$ cat config.mk
export PLATFORM = sky130hd
export DESIGN_NAME = fcpwm_top
export DESIGN_NICKNAME = d
export VERILOG_FILES = /design/src/rtl/fcpwm_pkg.sv /design/src/rtl/fcpwm_top.sv
export SDC_FILE = /design/constraint.sdc
export NUM_CORES = 1
export LEC_CHECK = 0
export BUFFER_PORTS_ARGS = -buffer_cell sky130_fd_sc_hd__buf_2
export CAP_MARGIN = 0
export CORE_MARGIN = 4
export CORE_UTILIZATION = 40
export DETAILED_ROUTE_END_ITERATION = 6
export GPL_TIMING_DRIVEN = 0
export SLEW_MARGIN = 0
export SYNTH_ARGS = -nofsm -noshare
export SYNTH_HDL_FRONTEND = slang
export SYNTH_SLANG_ARGS = --single-unit
$ cat constraint.sdc
create_clock -name clock -period 11.4 [get_ports clock]
set_clock_uncertainty 0.15 [all_clocks]
set_input_delay 2.28 -clock clock [delete_from_list [all_inputs] [get_ports clock]]
set_output_delay 2.28 -clock clock [all_outputs]
set_load 0.005 [all_outputs]
$ cat src/rtl/fcpwm_pkg.sv
// Summary of operation
// A 16-bit up counter clears at the period boundary and raises a request.
// The period register sets the counting cycle and waveform resolution.
// Four channels share GPIO pins; each select bit swaps in the waveform.
// A cleared select bit hands the pin back to its last GPIO state.
// A timer event wakes the system from idle when the interrupt is enabled.
// Overflow sets the overflow flag at once; software reads and writes it.
// The timer clock is the oscillator divided by 1 to 128, three-bit field.
// Divider codes 000 to 111 give divide by 128, 64, 32, 16, 8, 4, 2, 1.
// The request reaches the processor only with the interrupt enable set.
// With enable set, a channel switches to waveform after synchronisation.
// Clearing enable returns all channels to their last GPIO states.
// The output is high when the counter starts from zero.
// The output goes low when the counter equals the duty value.
// Overflow ends the cycle, reloads zero and drives high for the next.
// Software never programs a duty value above the period value.
// One-pulse clear runs continuously; set gives one pulse and the flag.
// After one pulse enable clears itself; software sets it for another.
// Each pair inverts its waveform when its invert bit is one.
// Dead band lies inside the high pulse, from short and duty minus long.
// A dead band longer than the duty time gives no output pulse.
// Zero period at enable stops the waveform and locks period updates.
// Dead band is split between leading and trailing edge of the pulse.
package fcpwm_pkg;
  // ---------------------------------------------------------------
  // Register byte offsets
  // ---------------------------------------------------------------
  localparam logic [4:0] OFS_CTRL    = 5'h00;
  localparam logic [4:0] OFS_CHAN    = 5'h04;
  localparam logic [4:0] OFS_PERIOD  = 5'h08;
  localparam logic [4:0] OFS_DUTY    = 5'h0c;
  localparam logic [4:0] OFS_DBLONG  = 5'h10;
  localparam logic [4:0] OFS_DBSHORT = 5'h14;
  localparam logic [4:0] OFS_IRQ     = 5'h18;
  localparam logic [4:0] OFS_COUNT   = 5'h1c;
  // ---------------------------------------------------------------
  // Field positions
  // ---------------------------------------------------------------
  localparam int BIT_ENABLE    = 7;
  localparam int BIT_DIV_LO    = 4;
  localparam int BIT_INV2      = 3;
  localparam int BIT_INV1      = 2;
  localparam int BIT_ONE_PULSE = 0;
  localparam int BIT_CH0       = 0;
  localparam int BIT_CH1       = 1;
  localparam int BIT_CH2       = 4;
  localparam int BIT_CH3       = 5;
  localparam int BIT_IRQ_EN    = 7;
  localparam int BIT_FLAG      = 3;
  // ---------------------------------------------------------------
  // Reset values and constants
  // ---------------------------------------------------------------
  localparam logic [15:0] RST_WORD16 = 16'h0000;
  localparam logic [7:0]  RST_BYTE   = 8'h00;
  localparam logic [2:0]  RST_DIV    = 3'h0;
  localparam logic [6:0]  DIV_MASK   = 7'h7f;
  localparam int          NUM_CH     = 4;
endpackage

$ cat src/rtl/fcpwm_top.sv
// Chosen here: the placing of the registers and register access over Avalon-MM.
`timescale 1ns/10ps
module fcpwm_top
  import fcpwm_pkg::*;
(
  // Clock and reset
  input  wire logic        clock,
  input  wire logic        rst,
  // Avalon-MM slave
  input  wire logic [4:0]  address,
  input  wire logic        read,
  input  wire logic        write,
  input  wire logic [3:0]  byteenable,
  input  wire logic [31:0] writedata,
  output logic [31:0]      readdata,
  output logic             waitrequest,
  // GPIO side of the shared pins
  input  wire logic [3:0]  gpio_out,
  input  wire logic [3:0]  gpio_oe,
  // Pins
  output logic [3:0]       pin_out,
  output logic [3:0]       pin_oe,
  // Processor side
  output logic             irq,
  output logic             wake
);

  // ---------------------------------------------------------------
  // State
  // ---------------------------------------------------------------
  logic        ack_r;
  logic [31:0] readdata_r;
  logic        enable_r;
  logic        enable_d_r;
  logic [2:0]  div_sel_r;
  logic [1:0]  inv_r;
  logic        one_pulse_r;
  logic [3:0]  chan_sel_r;
  logic [15:0] period_r;
  logic [15:0] duty_r;
  logic [15:0] db_long_r;
  logic [7:0]  db_short_r;
  logic        irq_en_r;
  logic        flag_r;
  logic [15:0] count_r;
  logic [6:0]  pre_r;
  logic        synced_r;
  logic        stopped_r;
  logic [3:0]  pin_out_r;
  logic [3:0]  pin_oe_r;

  logic        wr_acc;
  logic        tick;
  logic [6:0]  div_mask;
  logic        running;
  logic        wrap;
  logic        ovf_evt;
  logic [15:0] trail_end;
  logic        wave;
  logic [3:0]  live;

  function automatic logic [15:0] merge16(input logic [15:0] old_v,
                                          input logic [31:0] wd,
                                          input logic [3:0]  be);
    logic [15:0] res;
    res = old_v;
    if (be[0]) begin
      res[7:0] = wd[7:0];
    end
    if (be[1]) begin
      res[15:8] = wd[15:8];
    end
    return res;
  endfunction

  // ---------------------------------------------------------------
  // Bus handshake: answer one cycle after the request
  // ---------------------------------------------------------------
  assign waitrequest = (read | write) & ~ack_r;
  assign wr_acc      = write & ack_r;
  assign readdata    = readdata_r;

  always_ff @(posedge clock) begin
    if (rst) begin
      ack_r <= 1'b0;
    end else begin
      ack_r <= (read | write) & ~ack_r;
    end
  end

  always_ff @(posedge clock) begin
    if (rst) begin
      readdata_r <= 32'h00000000;
    end else if (read & ~ack_r) begin
      readdata_r <= 32'h00000000;
      case (address)
        OFS_CTRL: begin
          readdata_r[BIT_ENABLE]                <= enable_r;
          readdata_r[BIT_DIV_LO +: 3]           <= div_sel_r;
          readdata_r[BIT_INV2]                  <= inv_r[1];
          readdata_r[BIT_INV1]                  <= inv_r[0];
          readdata_r[BIT_ONE_PULSE]             <= one_pulse_r;
        end
        OFS_CHAN: begin
          readdata_r[BIT_CH0] <= chan_sel_r[0];
          readdata_r[BIT_CH1] <= chan_sel_r[1];
          readdata_r[BIT_CH2] <= chan_sel_r[2];
          readdata_r[BIT_CH3] <= chan_sel_r[3];
        end
        OFS_PERIOD:  readdata_r[15:0] <= period_r;
        OFS_DUTY:    readdata_r[15:0] <= duty_r;
        OFS_DBLONG:  readdata_r[15:0] <= db_long_r;
        OFS_DBSHORT: readdata_r[7:0]  <= db_short_r;
        OFS_IRQ: begin
          readdata_r[BIT_IRQ_EN] <= irq_en_r;
          readdata_r[BIT_FLAG]   <= flag_r;
        end
        OFS_COUNT:   readdata_r[15:0] <= count_r;
        default:     readdata_r <= 32'h00000000;
      endcase
    end
  end

  // ---------------------------------------------------------------
  // Configuration registers
  // ---------------------------------------------------------------
  always_ff @(posedge clock) begin
    if (rst) begin
      enable_r    <= 1'b0;
      div_sel_r   <= RST_DIV;
      inv_r       <= 2'h0;
      one_pulse_r <= 1'b0;
    end else if (wr_acc && address == OFS_CTRL && byteenable[0]) begin
      enable_r    <= writedata[BIT_ENABLE];
      div_sel_r   <= writedata[BIT_DIV_LO +: 3];
      inv_r       <= {writedata[BIT_INV2], writedata[BIT_INV1]};
      one_pulse_r <= writedata[BIT_ONE_PULSE];
    end else if (ovf_evt && one_pulse_r) begin
      enable_r <= 1'b0;
    end
  end

  always_ff @(posedge clock) begin
    if (rst) begin
      chan_sel_r <= 4'h0;
    end else if (wr_acc && address == OFS_CHAN && byteenable[0]) begin
      chan_sel_r <= {writedata[BIT_CH3], writedata[BIT_CH2],
                     writedata[BIT_CH1], writedata[BIT_CH0]};
    end
  end

  always_ff @(posedge clock) begin
    if (rst) begin
      period_r <= RST_WORD16;
    end else if (wr_acc && address == OFS_PERIOD && !stopped_r) begin
      period_r <= merge16(period_r, writedata, byteenable);
    end
  end

  always_ff @(posedge clock) begin
    if (rst) begin
      duty_r     <= RST_WORD16;
      db_long_r  <= RST_WORD16;
      db_short_r <= RST_BYTE;
    end else if (wr_acc) begin
      if (address == OFS_DUTY) begin
        duty_r <= merge16(duty_r, writedata, byteenable);
      end
      if (address == OFS_DBLONG) begin
        db_long_r <= merge16(db_long_r, writedata, byteenable);
      end
      if (address == OFS_DBSHORT && byteenable[0]) begin
        db_short_r <= writedata[7:0];
      end
    end
  end

  // ---------------------------------------------------------------
  // Interrupt enable and overflow flag
  // ---------------------------------------------------------------
  always_ff @(posedge clock) begin
    if (rst) begin
      irq_en_r <= 1'b0;
      flag_r   <= 1'b0;
    end else begin
      if (wr_acc && address == OFS_IRQ && byteenable[0]) begin
        irq_en_r <= writedata[BIT_IRQ_EN];
        flag_r   <= writedata[BIT_FLAG] | ovf_evt;
      end else if (ovf_evt) begin
        flag_r <= 1'b1;
      end
    end
  end

  assign irq  = flag_r & irq_en_r;
  assign wake = flag_r & irq_en_r;

  // ---------------------------------------------------------------
  // Clock divider
  // ---------------------------------------------------------------
  assign div_mask = DIV_MASK >> div_sel_r;
  assign tick     = (pre_r & div_mask) == div_mask;

  always_ff @(posedge clock) begin
    if (rst) begin
      pre_r <= 7'h00;
    end else begin
      pre_r <= pre_r + 7'h01;
    end
  end

  // ---------------------------------------------------------------
  // Start synchronisation and zero-period lock
  // ---------------------------------------------------------------
  always_ff @(posedge clock) begin
    if (rst) begin
      enable_d_r <= 1'b0;
      stopped_r  <= 1'b0;
      synced_r   <= 1'b0;
    end else begin
      enable_d_r <= enable_r;
      if (!enable_r) begin
        stopped_r <= 1'b0;
        synced_r  <= 1'b0;
      end else begin
        if (!enable_d_r && period_r == RST_WORD16) begin
          stopped_r <= 1'b1;
        end
        if (!synced_r && tick && !stopped_r && enable_d_r) begin
          synced_r <= 1'b1;
        end
      end
    end
  end

  // ---------------------------------------------------------------
  // Cycle counter
  // ---------------------------------------------------------------
  assign running = enable_r & synced_r & ~stopped_r;
  assign wrap    = count_r == period_r - 16'h0001;
  assign ovf_evt = running & tick & wrap;

  always_ff @(posedge clock) begin
    if (rst) begin
      count_r <= RST_WORD16;
    end else if (!running) begin
      count_r <= RST_WORD16;
    end else if (tick) begin
      if (wrap) begin
        count_r <= RST_WORD16;
      end else begin
        count_r <= count_r + 16'h0001;
      end
    end
  end

  // ---------------------------------------------------------------
  // Waveform with dead band
  // ---------------------------------------------------------------
  assign trail_end = duty_r - db_long_r;
  assign wave = (db_long_r <= duty_r)
              && (count_r >= {8'h00, db_short_r})
              && (count_r < trail_end);

  // ---------------------------------------------------------------
  // Pin multiplexing per channel
  // ---------------------------------------------------------------
  for (genvar k = 0; k < NUM_CH; k++) begin : g_ch
    assign live[k] = running & chan_sel_r[k];

    always_ff @(posedge clock) begin
      if (rst) begin
        pin_out_r[k] <= 1'b0;
        pin_oe_r[k]  <= 1'b0;
      end else if (live[k]) begin
        pin_out_r[k] <= wave ^ inv_r[k/2];
        pin_oe_r[k]  <= 1'b1;
      end else begin
        pin_out_r[k] <= gpio_out[k];
        pin_oe_r[k]  <= gpio_oe[k];
      end
    end
  end

  assign pin_out = pin_out_r;
  assign pin_oe  = pin_oe_r;

  // ---------------------------------------------------------------
  // Checks
  // ---------------------------------------------------------------
  chk_wrap_zero: assert property (@(posedge clock) disable iff (rst)
    ovf_evt |=> count_r == 16'h0000)
    else $error("counter did not reload zero at overflow");

  chk_flag_set: assert property (@(posedge clock) disable iff (rst)
    ovf_evt |=> flag_r)
    else $error("overflow flag not set");

  chk_irq_gate: assert property (@(posedge clock) disable iff (rst)
    (ovf_evt && !wr_acc) |=> irq == $past(irq_en_r) && wake == irq)
    else $error("interrupt not gated by its enable");

  chk_sync_first: assert property (@(posedge clock) disable iff (rst)
    (enable_r && !enable_d_r) |-> !running ##1 !running)
    else $error("waveform before synchronisation");

  chk_one_pulse: assert property (@(posedge clock) disable iff (rst)
    (ovf_evt && one_pulse_r && !wr_acc) |=> !enable_r ##1 pin_oe == $past(gpio_oe))
    else $error("one pulse did not end");

  chk_gpio_return: assert property (@(posedge clock) disable iff (rst)
    !enable_r |=> pin_out == $past(gpio_out) && pin_oe == $past(gpio_oe))
    else $error("pins not returned to gpio");

  chk_high_start: assert property (@(posedge clock) disable iff (rst)
    (live[0] && count_r == 16'h0000 && db_short_r == 8'h00 && trail_end != 16'h0000
     && db_long_r <= duty_r) |=> pin_out[0] == ~$past(inv_r[0]))
    else $error("cycle did not start high");

  chk_low_at_duty: assert property (@(posedge clock) disable iff (rst)
    (live[1] && count_r >= duty_r) |=> pin_out[1] == $past(inv_r[0]))
    else $error("output not low past duty");

  chk_period_lock: assert property (@(posedge clock) disable iff (rst)
    (stopped_r && wr_acc && address == OFS_PERIOD) |=> $stable(period_r))
    else $error("period changed while locked");

  chk_no_pulse: assert property (@(posedge clock) disable iff (rst)
    (live[2] && db_long_r > duty_r) |=> pin_out[2] == $past(inv_r[1]))
    else $error("pulse despite long dead band");

  chk_div_tick: assert property (@(posedge clock) disable iff (rst)
    (div_sel_r == 3'h6 && pre_r[0]) |-> tick ##1 !tick)
    else $error("divide by two tick wrong");

  cov_overflow: cover property (@(posedge clock) disable iff (rst) ovf_evt);
  cov_one_pulse: cover property (@(posedge clock) disable iff (rst)
    ovf_evt && one_pulse_r);
  cov_locked: cover property (@(posedge clock) disable iff (rst) $rose(stopped_r));
  cov_dead_band: cover property (@(posedge clock) disable iff (rst)
    live[0] && db_short_r != 8'h00 && wave);
  cov_inverted: cover property (@(posedge clock) disable iff (rst)
    live[2] && inv_r[1]);

endmodule

==> metrics <==
Fmax=~0.20 GHz; Detailed Route WL=22.2 mm; largest net degree at the start of global routing=17; Initial Util=0.411; Pleak=3.26 nW; Root Buffer=clkbuf_16; gr usage total=0.222; Max-Cap Viols=0; Core ar.=0.0174 mm²; Setup Fix Bufs, Post-CTS=0; initial antenna violation count=0; cell area after synthesis=between 0.007 and 0.008 mm²; placed instance area=between 0.007 and 0.008 mm²; P per Cell Area=126 mW/mm²; post-synthesis sequential area ratio=0.336; Final Hold Viols=0; Die Ht=142 µm; synth top area cells=dfxtp_1, ha_1, nor2_1, mux2i_1, a22oi_1; unrepaired setup endpoints after global routing=no; Hold Crit Depth=2; Rel. slew slack=0.347; share of layout cells above drive strength 1=0.129; vias in the first global route=6194; Internal=0.821 mW; # hold bufs at CTS=0; slowest CP cell=nor2_1; Setup TNS=0 ps; reg2reg end=pin_out[0]$_SDFF_PP0_; total gr overflow=0; Die ar.=0.0201 mm²; average size of a mapped cell=8.05 µm²; Net Sw Frac=0.227; Startpoint Class=primary input; vias per std cell=about 5.5; Inserted Diodes=0; Vias=6674; YS warnings=0; min cycle time layout=5120 ps; Max Transition Viols Final=0; Layout Nets=1080; top cell type's share of synthesized area=0.336; Worst Path Required=between 8000 and 9000 ps; CTS Buffer Depth=2; first-pass detailed-route iteration total=7; Final Cycle Share=0.450; Peak VDD IR=~0.00011 V; overall power=1.06 mW; P_sw=0.242 mW; crit-path cells=buf_2 -> nor2_1 -> nor2_1 -> buf_2; Final setup viols=0; Tightest Pin Transition=974 ps; Critical Path Source=read; Avg WL per Cell=18.2 µm; Hold EP=chan_sel_r[2]$_SDFFE_PP0P_; CP endpoint kind=output port; Unique masters post-synth=64; Min-Delay Path Class=flip-flop to flip-flop; GP Congestion=0.887; Ports=between 90 and 100; DRC errors left=5; Final Cell Area=0.00844 mm²; Starting DRT DRC Count=674; Clk pwr share=0.548; Detail Placement HPWL=approximately 17 mm; Post-CTS Resized=0; R2R cell count=16; number of synthesized register bits=120; worst reg2reg path startpoint=db_long_r[5]$_SDFFE_PP0P_; PortBufs=60; Cells after Synth=889; clock buffers created by TritonCTS=17; Synth Flop Type=dfxtp_1; status=finished, violations left; CTS tree=yes; Setup CP Type=primary input to output port; worst path bufs/invs=2; first-pass GRT wire length=approximately 35 mm; CTS H-tree lvls=4; failing checks=design-rule violations; slowest cell delay on critical path=130 ps; CP delay by family, top=buffers and inverters; Min-Delay Startpoint=chan_sel_r[2]$_SDFFE_PP0P_; cell row count=48; Syn-to-layout area delta=17.9%; fraction of registers with async set/reset=0; R2R setup slack=around 7000 ps; CTS sink cnt=120; filler instances=1737; Reg clk slew, reported paths=60 ps; CP Data Arrival Time=2690 ps; maximum fanout along the worst path=2; Combinational Power Share=0.052; Post-synth EDFFs=0; Die Wd=142 µm; post-synth top area cell=dfxtp_1; power share of the sequential group=0.400; DRT antenna net count=0; worst skew pair latency=420 ps
## sequential cells by signal (all words and copies together), names as in the netlist, 2 cells and up
register / cells
div_sel_r: 3
period_r: 16
count_r: 16
db_long_r: 16
inv_r: 2
pre_r: 7
duty_r: 16
readdata: 16
chan_sel_r: 4
pin_oe: 4
db_short_r: 8
pin_out: 4
## cell families after synthesis
| logic type | synth area share |
|---|---|
| other | 0.000524 |
| multiplexers | 0.0575 |
| buffers and inverters | 0.0694 |
| AO/OA/AOI/OAI | 0.183 |
| XOR/XNOR | 0.0551 |
| adder cells (fa/ha/maj) | 0.0780 |
| flip-flops | 0.336 |
| AND/OR/NAND/NOR | 0.220 |
## worst min-delay path, delay by kind of cell, from the launching register on
family / cells / cell delay [ps]
simple gates: 1 / 60
flops: 1 / 320
compound gates: 1 / 50
## synth_stat cells (5+ instances only)
| cell | number |
|---|---|
| nand2_1 | 93 |
| or3_1 | 8 |
| buf_4 | 18 |
| ha_1 | 43 |
| and3_1 | 7 |
| a21oi_1 | 66 |
| and2_1 | 9 |
| nand4_1 | 8 |
| xnor2_1 | 24 |
| a22oi_1 | 49 |
| nand2b_1 | 6 |
| clkbuf_1 | 38 |
| nand3_1 | 40 |
| nor3_1 | 16 |
| inv_1 | 43 |
| a31oi_1 | 7 |
| a21o_1 | 6 |
| o211ai_1 | 5 |
| dfxtp_1 | 120 |
| nor2b_1 | 10 |
| xor2_1 | 21 |
| o21ai_0 | 19 |
| mux2i_1 | 40 |
| o21a_1 | 5 |
| nor2_1 | 113 |
## per-stage QoR
stage / hold slack (ps) / cells / worst slack [ps] / utilization
after floorplan: 279 / 904 / 6520 / -
after detailed placement: 319 / 1189 / 6270 / 0.447
after global placement: 314 / 1189 / 6280 / 0.447
final: 332 / 1221 / 6280 / 0.484
after global routing: 351 / 1221 / 6250 / 0.484
after CTS: 328 / 1221 / 6270 / 0.484
## worst max path at each step
stage	endpoint	cells after the start
3_5_place_dp	waitrequest	4
5_1_grt	waitrequest	4
4_1_cts	waitrequest	4
6_report	waitrequest	4
2_1_floorplan	waitrequest	2
3_3_place_gp	waitrequest	4
## routing by layer
layer | up-vias | global-route usage | share of wire
met3 | 31 | 0.0357 | 0.053
met1 | 3143 | 0.307 | 0.46
li1 | 3299 | - | -
met4 | 0 | 0.0682 | 0.018
met5 | - | 0 | 0
met2 | 201 | 0.354 | 0.47
## final cells by class
class / count / area, µm² / share of cell area
buffer: 64 / 335 / 0.0397
clock buffer: 19 / 453 / 0.0537
clock inverter: 13 / 190 / 0.0225
inverter: 43 / 161 / 0.0191
multi-input combinational: 677 / 4310 / 0.511
sequential: 120 / 2400 / 0.285
tap: 225 / 282 / 0.0334
timing repair buffer: 60 / 300 / 0.0356
## layout by cell type, fill, tap and decap left out, drive strengths merged, types with 5 or more instances in the layout
cell    count
a21oi      66
a31oi       7
a22oi      49
nand3      41
o211ai      5
nor2b      10
nor2      113
buf        86
and3        7
nor3b       5
nand2b      6
ha         43
nand2      93
dfxtp     120
clkbuf     57
nor4        7
mux2i      40
xor2       21
inv        46
and2       10
nand4       8
or3         8
conb       16
xnor2      24
o21ai      19
o21a        5
a21o        6
nor3       17
## power groups by stage
stage               clock [mW]  sequential [mW]  combinational [mW]
global route             0.610            0.425              0.0602
CTS                      0.588            0.425              0.0547
global placement             0            0.434              0.0542
finish                   0.583            0.425              0.0552
floorplan                    0            0.434              0.0303
detailed placement           0            0.434              0.0544
Note: power is estimated with default switching activity, not from simulation.
